**src/hw/asp_clk_pkg.sv**
```systemverilog
// constants, types and register map of the audio serial clock block
// Notes on behaviour
// [RULE1] master frame rate from rate code 0-8
// [RULE2] master bitclocks per frame from code 0-12
// [RULE3] slave auto mode ignores programmed rate, ratio
// [RULE4] detected rate status, 15 means invalid
// [RULE5] detected ratio status, 15 means invalid
// [RULE6] status register read-only, resets to all ones
// [RULE7] root source bit picks bitclk or mclk
// [RULE8] mclk given absolute or as frame multiple
// [RULE9] mclk ratio field, reset 384, eight codes
// [RULE10] invert bitclk for frame generation in master
// [RULE11] software writes zero to reserved source bits
// [RULE12] master config resets to 0x48
// [RULE13] clock source config resets to 0x10
// [RULE14] family bit picks 48k or 44.1k values
// [RULE15] controller select drives or receives clocks
// [RULE16] pll disable makes root source selection apply
// [RULE17] detected fields track activity, else invalid
package asp_clk_pkg;
    localparam logic [7:0] master_cfg_off = 8'h14;
    localparam logic [7:0] monitor_sts_off = 8'h15;
    localparam logic [7:0] clock_src_off = 8'h16;
    localparam logic [7:0] mode_ctrl_off = 8'h13;
    localparam logic [7:0] irq_status_off = 8'h18;
    localparam logic [7:0] irq_mask_off = 8'h19;
    localparam logic [7:0] master_cfg_rst = 8'h48;
    localparam logic [7:0] monitor_sts_rst = 8'hff;
    localparam logic [7:0] clock_src_rst = 8'h10;
    localparam logic [7:0] mode_ctrl_rst = 8'h00;
    localparam logic [7:0] clock_src_wmask = 8'hfa;
    localparam logic [3:0] code_invalid = 4'hf;
    localparam logic [3:0] rate_max = 4'h8;
    localparam logic [3:0] ratio_max = 4'hc;
    localparam int clk_hz = 100_000_000;
    localparam int timeout_us = 2000;
    localparam int timeout_cycles = timeout_us * (clk_hz / 1_000_000);
    // irq status bits
    localparam int irq_rate_chg = 0;
    localparam int irq_ratio_chg = 1;
    localparam int irq_lost = 2;
    typedef struct packed {
        logic [3:0] frame_rate;
        logic [3:0] bitclk_per_frame;
    } master_cfg_t;
    typedef struct packed {
        logic pllless_slave_root_source;
        logic master_clock_spec_mode;
        logic [2:0] mclk_ratio;
        logic rsvd2;
        logic invert_bitclk_for_frame_gen;
        logic rsvd0;
    } clock_src_t;
    typedef struct packed {
        logic controller_target_select;
        logic auto_cfg_disable;
        logic auto_pll_disable;
        logic clock_gate;
        logic rate_family_select;
        logic [2:0] master_clock_freq_select;
    } mode_ctrl_t;
    // bitclocks per frame for ratio code
    function automatic logic [11:0] ratio_value(input logic [3:0] code);
        logic [11:0] v;
        v = 12'h000;
        unique case (code)
            4'h0: v = 12'h010;
            4'h1: v = 12'h018;
            4'h2: v = 12'h020;
            4'h3: v = 12'h030;
            4'h4: v = 12'h040;
            4'h5: v = 12'h060;
            4'h6: v = 12'h080;
            4'h7: v = 12'h0c0;
            4'h8: v = 12'h100;
            4'h9: v = 12'h180;
            4'ha: v = 12'h200;
            4'hb: v = 12'h400;
            4'hc: v = 12'h800;
            default: v = 12'h000;
        endcase
        return v;
    endfunction
    // nominal frame rate in hz for rate code and family
    function automatic logic [19:0] rate_hz(input logic [3:0] code, input logic fam44);
        logic [19:0] b;
        b = fam44 ? 20'd7350 : 20'd8000;
        unique case (code)
            4'h0: rate_hz = b;
            4'h1: rate_hz = 20'(b * 2);
            4'h2: rate_hz = 20'(b * 3);
            4'h3: rate_hz = 20'(b * 4);
            4'h4: rate_hz = 20'(b * 6);
            4'h5: rate_hz = 20'(b * 12);
            4'h6: rate_hz = 20'(b * 24);
            4'h7: rate_hz = 20'(b * 48);
            4'h8: rate_hz = 20'(b * 96);
            default: rate_hz = 20'd0;
        endcase
    endfunction
endpackage

```
**src/hw/audio_serial_clock_config_monitor.sv**
```systemverilog
// register file, clock generator and clock monitor of the audio serial port
`timescale 1ns/1ps
module audio_serial_clock_config_monitor #(
    parameter int unsigned timeout = asp_clk_pkg::timeout_cycles
) (
    input wire logic clk,
    input wire logic rst,
    input wire logic [7:0] wb_adr_i,
    input wire logic [7:0] wb_dat_i,
    output logic [7:0] wb_dat_o,
    input wire logic wb_we_i,
    input wire logic wb_sel_i,
    input wire logic wb_stb_i,
    input wire logic wb_cyc_i,
    output logic wb_ack_o,
    input wire logic bitclk_i,
    output logic bitclk_o,
    output logic bitclk_oe,
    input wire logic frame_sync_i,
    output logic frame_sync_o,
    output logic frame_sync_oe,
    input wire logic mclk_i,
    output logic root_is_mclk,
    output logic pll_enabled,
    output logic [2:0] mclk_ratio_code,
    output logic mclk_as_multiple,
    output logic irq
);
    // the idle limit must exceed the longest frame the monitor is meant to see
    if (timeout < 16) begin : g_bad_timeout
        $error("timeout too short");
    end

    asp_clk_pkg::master_cfg_t mcfg_reg;
    asp_clk_pkg::clock_src_t csrc_reg;
    asp_clk_pkg::mode_ctrl_t mode_reg;
    logic [7:0] sts_reg;
    logic [2:0] irq_sts_reg, irq_mask_reg;
    logic ack_reg;
    logic [7:0] rdata_reg;

    // synchronisers
    logic [1:0] bclk_s, fs_s;
    logic bclk_d, fs_d;
    always_ff @(posedge clk) begin
        if (rst) begin
            bclk_s <= 2'b00;
            fs_s <= 2'b00;
            bclk_d <= 1'b0;
            fs_d <= 1'b0;
        end else begin
            bclk_s <= {bclk_s[0], bitclk_i};
            fs_s <= {fs_s[0], frame_sync_i};
            bclk_d <= bclk_s[1];
            fs_d <= fs_s[1];
        end
    end
    wire bclk_rise = bclk_s[1] & ~bclk_d;
    wire fs_rise = fs_s[1] & ~fs_d;

    // bus decode
    wire bus_req = wb_cyc_i & wb_stb_i & ~ack_reg;
    wire wr_en = bus_req & wb_we_i & wb_sel_i;
    wire hit_mcfg = wb_adr_i == asp_clk_pkg::master_cfg_off;
    wire hit_sts = wb_adr_i == asp_clk_pkg::monitor_sts_off;
    wire hit_csrc = wb_adr_i == asp_clk_pkg::clock_src_off;
    wire hit_mode = wb_adr_i == asp_clk_pkg::mode_ctrl_off;
    wire hit_isr = wb_adr_i == asp_clk_pkg::irq_status_off;
    wire hit_imsk = wb_adr_i == asp_clk_pkg::irq_mask_off;
    wire [7:0] rd_mux = hit_mcfg ? mcfg_reg :
        hit_sts ? sts_reg :
        hit_csrc ? csrc_reg :
        hit_mode ? mode_reg :
        hit_isr ? {5'h00, irq_sts_reg} :
        hit_imsk ? {5'h00, irq_mask_reg} : 8'h00;

    always_ff @(posedge clk) begin
        if (rst) begin
            ack_reg <= 1'b0;
            rdata_reg <= 8'h00;
        end else begin
            ack_reg <= bus_req;
            rdata_reg <= bus_req ? rd_mux : rdata_reg;
        end
    end
    assign wb_ack_o = ack_reg;
    assign wb_dat_o = rdata_reg;

    always_ff @(posedge clk) begin
        if (rst) begin
            mcfg_reg <= asp_clk_pkg::master_cfg_rst; // RULE12
            csrc_reg <= asp_clk_pkg::clock_src_rst; // RULE13
            mode_reg <= asp_clk_pkg::mode_ctrl_rst;
            irq_mask_reg <= 3'h0;
        end else if (wr_en) begin
            if (hit_mcfg) mcfg_reg <= wb_dat_i;
            // reserved bits kept at zero regardless of what is written
            if (hit_csrc) csrc_reg <= wb_dat_i & asp_clk_pkg::clock_src_wmask; // RULE11
            if (hit_mode) mode_reg <= wb_dat_i;
            if (hit_imsk) irq_mask_reg <= wb_dat_i[2:0];
        end
    end

    // mode decode
    wire master = mode_reg.controller_target_select;
    wire auto_cfg = ~mode_reg.auto_cfg_disable;
    wire slave_auto = ~master & auto_cfg;
    assign pll_enabled = ~(auto_cfg & mode_reg.auto_pll_disable); // RULE16
    assign root_is_mclk = slave_auto & mode_reg.auto_pll_disable
        & csrc_reg.pllless_slave_root_source; // RULE7
    assign mclk_as_multiple = auto_cfg & csrc_reg.master_clock_spec_mode; // RULE8
    assign mclk_ratio_code = csrc_reg.mclk_ratio; // RULE9
    assign bitclk_oe = master; // RULE15
    assign frame_sync_oe = master; // RULE15

    // master clock generator: half period of bit clock in clk cycles
    wire prog_ok = (mcfg_reg.frame_rate <= asp_clk_pkg::rate_max)
        & (mcfg_reg.bitclk_per_frame <= asp_clk_pkg::ratio_max);
    wire [11:0] gen_ratio = asp_clk_pkg::ratio_value(mcfg_reg.bitclk_per_frame); // RULE2
    wire [19:0] gen_rate = asp_clk_pkg::rate_hz(mcfg_reg.frame_rate,
        mode_reg.rate_family_select); // RULE1 RULE14
    wire [31:0] gen_bclk_hz = 32'(gen_rate) * 32'(gen_ratio);
    wire [31:0] half_div = (gen_bclk_hz == 32'd0) ? 32'd1 :
        32'(asp_clk_pkg::clk_hz) / (gen_bclk_hz * 32'd2);
    wire gen_run = master & prog_ok & ~mode_reg.clock_gate & ~slave_auto; // RULE3
    logic [31:0] div_reg;
    logic gbclk_reg, fs_reg;
    logic [11:0] bitcnt_reg;
    wire tick = div_reg + 32'd1 >= half_div;
    // frame sync changes on the chosen edge of the generated bit clock
    wire fs_edge = tick & (gbclk_reg ^ ~csrc_reg.invert_bitclk_for_frame_gen); // RULE10
    always_ff @(posedge clk) begin
        if (rst | ~gen_run) begin
            div_reg <= 32'd0;
            gbclk_reg <= 1'b0;
            fs_reg <= 1'b0;
            bitcnt_reg <= 12'h000;
        end else begin
            div_reg <= tick ? 32'd0 : div_reg + 32'd1;
            if (tick) gbclk_reg <= ~gbclk_reg;
            if (fs_edge) begin
                bitcnt_reg <= (bitcnt_reg + 12'h001 >= gen_ratio) ? 12'h000 : bitcnt_reg + 12'h001;
                fs_reg <= bitcnt_reg == 12'h000;
            end
        end
    end
    assign bitclk_o = gbclk_reg;
    assign frame_sync_o = fs_reg;

    // monitor: count bit clocks per frame and clk cycles per frame
    logic [11:0] mbits_reg;
    logic [31:0] mcyc_reg;
    logic [31:0] idle_reg;
    logic locked_reg;
    function automatic logic [3:0] ratio_code(input logic [11:0] n);
        logic [3:0] c;
        c = asp_clk_pkg::code_invalid;
        for (int i = 0; i <= 12; i++) begin
            if (asp_clk_pkg::ratio_value(4'(i)) == n) c = 4'(i);
        end
        return c;
    endfunction
    // rate within about 2 percent of a nominal value of either family
    function automatic logic [3:0] rate_code(input logic [31:0] cyc);
        logic [3:0] c;
        logic [31:0] hz;
        logic [31:0] nom;
        c = asp_clk_pkg::code_invalid;
        hz = (cyc == 32'd0) ? 32'd0 : 32'(asp_clk_pkg::clk_hz) / cyc;
        for (int i = 0; i <= 8; i++) begin
            for (int f = 0; f < 2; f++) begin
                nom = 32'(asp_clk_pkg::rate_hz(4'(i), f[0]));
                // wide products: a very short frame gives a large hz that would wrap
                if (64'(hz) * 64'd50 > 64'(nom) * 64'd49
                    && 64'(hz) * 64'd50 < 64'(nom) * 64'd51) c = 4'(i);
            end
        end
        return c;
    endfunction
    wire [3:0] det_ratio = ratio_code(mbits_reg);
    wire [3:0] det_rate = rate_code(mcyc_reg);
    wire lost = idle_reg >= 32'(timeout);
    wire [7:0] sts_next = lost ? asp_clk_pkg::monitor_sts_rst :
        (fs_rise & locked_reg) ? {det_rate, det_ratio} : sts_reg; // RULE4 RULE5 RULE17
    always_ff @(posedge clk) begin
        if (rst) begin
            mbits_reg <= 12'h000;
            mcyc_reg <= 32'd0;
            idle_reg <= 32'd0;
            locked_reg <= 1'b0;
            sts_reg <= asp_clk_pkg::monitor_sts_rst; // RULE6
        end else begin
            mcyc_reg <= fs_rise ? 32'd1 : mcyc_reg + 32'd1;
            mbits_reg <= fs_rise ? 12'(bclk_rise) : mbits_reg + 12'(bclk_rise);
            idle_reg <= (fs_rise | lost) ? 32'd0 : idle_reg + 32'd1;
            locked_reg <= lost ? 1'b0 : (fs_rise ? 1'b1 : locked_reg);
            sts_reg <= sts_next;
        end
    end

    // interrupts: set wins over write-one clear
    wire [2:0] irq_set = {lost & (sts_reg != asp_clk_pkg::monitor_sts_rst),
        sts_next[3:0] != sts_reg[3:0], sts_next[7:4] != sts_reg[7:4]};
    wire [2:0] irq_clr = (wr_en & hit_isr) ? wb_dat_i[2:0] : 3'h0;
    always_ff @(posedge clk) begin
        if (rst) irq_sts_reg <= 3'h0;
        else irq_sts_reg <= (irq_sts_reg & ~irq_clr) | irq_set;
    end
    assign irq = |(irq_sts_reg & irq_mask_reg);
endmodule // audio_serial_clock_config_monitor

```
**config.mk**
```make
export PLATFORM = sky130hd
export DESIGN_NAME = audio_serial_clock_config_monitor
export DESIGN_NICKNAME = d
export VERILOG_FILES = /design/src/hw/asp_clk_pkg.sv /design/src/hw/audio_serial_clock_config_monitor.sv
export SDC_FILE = /design/constraint.sdc
export NUM_CORES = 2
export LEC_CHECK = 0
export ABC_CLOCK_PERIOD_IN_PS = 92200
export BUFFER_PORTS_ARGS = -buffer_cell sky130_fd_sc_hd__buf_2
export CAP_MARGIN = 20
export CORE_MARGIN = 2
export CORE_UTILIZATION = 65
export CTS_CLUSTER_DIAMETER = 60
export CTS_CLUSTER_SIZE = 12
export DETAILED_ROUTE_END_ITERATION = 6
export PLACE_DENSITY = 0.81
export SETUP_SLACK_MARGIN = 0.02
export SLEW_MARGIN = 20
export SYNTH_ARGS = -nofsm -noshare
export SYNTH_HDL_FRONTEND = slang
export SYNTH_SLANG_ARGS = --single-unit
```
**constraint.sdc**
```tcl
create_clock -name clk -period 92.2 [get_ports clk]
set_input_delay 4.61 -clock clk [delete_from_list [all_inputs] [get_ports clk]]
set_output_delay 4.61 -clock clk [all_outputs]
set_load 0.02 [all_outputs]
```
==> impl_metrics.py <==
metrics = {
    "outcome": {
        "status": "complete, but fails checks",
        "violations": "DRC",
    },
    "drt": {
        "drtIter0Drc": 10400,
        "via_per_inst": 6.95,
        "drtPass1Iterations": 7,
        "ant_nets": 0,
        "avgRoutedWirePerCell_um": 22.0,
        "drc": 2,
        "vias": 83800,
        "wirelength_mm": 265,
    },
    "timing": {
        "relSlewSlack_pct": 20.0,
        "fin_hold_ws_ns": 0.447,
        "setup_tns_ns": 0,
        "fin_crit_sh_pct": 94.5,
        "worstMarginPinSlew_ns": 1.20,
        "fin_skew_ns": 0.0215,
        "max_freq_mhz": 11.5,
        "hold_viol": 0,
        "setup_viol": 0,
        "drv_slew": 0,
        "rsz0062_at_grt": "no",
        "setup_ws_ns": 5.07,
        "period_minus_slack_ns": 87.13,
    },
    "synth": {
        "synth_area_sq_um": 74600,
        "ys_seq_area_share_pct": 4.91,
        "synth_top_area_share_pct": 18.0,
        "synth-simple-area-share_pct": 25.8,
        "ys_ff_latch": 183,
        "async_flop_share_pct": 0,
        "synth-main-ff-cell": "dfxtp_1",
        "synth-xor-area-share_pct": 8.64,
        "synth_top_cell_by_area": "ha_1",
        "synth_compound_area_share_pct": 30.0,
        "ys_top_cells_by_count": "1139 x nor2_1, 1124 x nand2_1, 1076 x ha_1",
        "muxShareOfSynthArea_pct": 3.49,
        "synth.most_common_cell": "nor2_1",
        "syn-instance-count": 10700,
        "synthAdderAreaFrac_pct": 22.1,
        "synth_top_family_by_area": "compound AO/OA/AOI/OAI gates",
        "yosysWarnings": 0,
        "synth_edf_count": 0,
        "synth_area_per_cell_sq_um": 6.99,
        "yosys-top-cells-area": "ha_1 18%, nor2_1 5.7%, nand2_1 5.7%",
        "synth_cell_type_count": 139,
    },
    "clocking": {
        "clkTransAtPathRegs_ns": 0.08,
        "cts_tree": "built",
        "cts_buffers": 17,
        "clock_latency_ns": 0.48,
        "cts_htree_levels": 4,
        "cts_max_path_buffers": 2,
        "cts_setup_buffers": 0,
        "cts-root-buf": "clkbuf_16",
        "cts.sinks": 183,
    },
    "layout": {
        "multiInputGateArea_sq_um": 67400,
        "n_fill_cell": 10000,
        "layout-drive-gt1-share_pct": 6.24,
        "fin_nets": 11800,
        "postLayoutCoreUtil_pct": 67.7,
        "synthToLayoutAreaGrowth_pct": 3.51,
        "regArea_sq_um": 3670,
    },
    "die": {
        "fp.dieW_um": 343,
        "io_pins": 45,
        "die_y_um": 343,
        "num_rows": 124,
        "start_util_pct": 65.4,
        "fp.coreArea_sq_um": 114000,
        "die-area_sq_um": 117000,
    },
    "worst_setup_path": {
        "path_delay_family": "compound AO/OA/AOI/OAI gates",
        "crit_buf_inv": 21,
        "cp_max_fo": 40,
        "start_kind": "flip-flop",
        "worstPathArrival_ns": 87.45,
        "cp_common_cell": "a21oi_1",
        "cp_slowest_cell": "o311ai_0",
        "crit_type": "flip-flop to flip-flop",
        "critPathRequiredTime_ns": 92.52,
        "cp_slowest_stage_delay_ns": 0.65,
        "cp-end-kind": "flip-flop",
    },
    "grt": {
        "grt_pass1_vias": 77900,
        "grt_first_pass_wirelength_mm": 414,
        "antenna_found_initial": 4,
        "grt_max_degree": 45,
        "grt_usage_pct": 43.0,
        "overflow": 0,
    },
    "placement": {
        "io_buffer_count": 43,
        "dp_hpwl_mm": 205,
        "dp_slack_ns": 4.95,
        "gp_congestion": 1.07,
    },
    "hold_path": {
        "min_path_type": "flip-flop to flip-flop",
    },
    "flow_run": {
        "max_cap_violations": 0,
    },
}
==> worst register-to-register path, delay by kind of cell, from the launching register on <==
kind | cells | cell delay, ns
AOI/OAI and AO/OA | 191 | 48.64
xor gates and xnor gates | 3 | 0.78
adders and majority gates | 35 | 11.16
buffers and inverters | 21 | 4.84
DFF | 1 | 0.44
muxes | 7 | 2.71
and+or+nand+nor | 78 | 18.37
==> layout by cell type, fill, tap and decap left out, types with 140 or more instances in the layout <==
master / instances
fa_1: 150
and2_1: 141
xnor2_1: 461
nand2b_1: 149
nand2_1: 1124
nor2b_1: 140
nor3_1: 305
xor2_1: 260
dfxtp_1: 182
inv_1: 587
nor2_1: 1137
a21oi_1: 763
o21ai_0: 586
a21o_1: 338
o21a_1: 267
buf_4: 151
a31oi_1: 184
ha_1: 1076
nand3_1: 308
==> area by class of cell <==
type | instances | share of cell area [%]
Sequential cell | 183 | 4.75
Antenna cell | 2 | 0.00648
Clock buffer | 17 | 0.551
Tap cell | 1512 | 2.45
Inverter | 596 | 2.91
Multi-Input combinational cell | 9538 | 87.3
Timing Repair Buffer | 194 | 1.75
Clock inverter | 15 | 0.282
==> metal layers <==
layer / global-route usage, % / up-vias / share of wire (%)
li1: - / 38900 / -
met1: 58.6 / 39000 / 41
met2: 65.6 / 4995 / 42
met3: 8.59 / 888 / 13
met4: 18.7 / 2 / 4.8
met5: 0 / - / 0.0049
==> cells by family after synthesis <==
family | count (synthesis)
adder cells (fa/ha/maj) | 1226
XOR/XNOR | 732
AO/OA/AOI/OAI | 3311
multiplexers | 239
AND/OR/NAND/NOR | 4015
buffers and inverters | 969
other | 1
flip-flops | 183
==> metrics by stage <==
step	instances	instance area, sq um
after floorplan	10700	74600
after global placement	12000	76500
after detailed placement	12000	76500
after CTS	12100	77100
after global routing	12100	77200
final	12100	77200
==> final timing paths <==
path	slack (ns)	endpoint	start	cells after the start
setup reg to reg	5.07	irq_sts_reg[0]	mcyc_reg[11]	335
hold / removal	0.45	fs_s[1]	fs_s[0]	1
hold reg to reg	0.45	fs_s[1]	fs_s[0]	1
setup / recovery	5.07	irq_sts_reg[0]	mcyc_reg[11]	335
==> repair_timing <==
action	CTS	global route
endpoints found under the setup margin	0	5
resized for setup	0	19
hold buffers	0	0
Power is not shown: default switching activity piles up to over one toggle a cycle in this logic, so the estimate is an artifact.
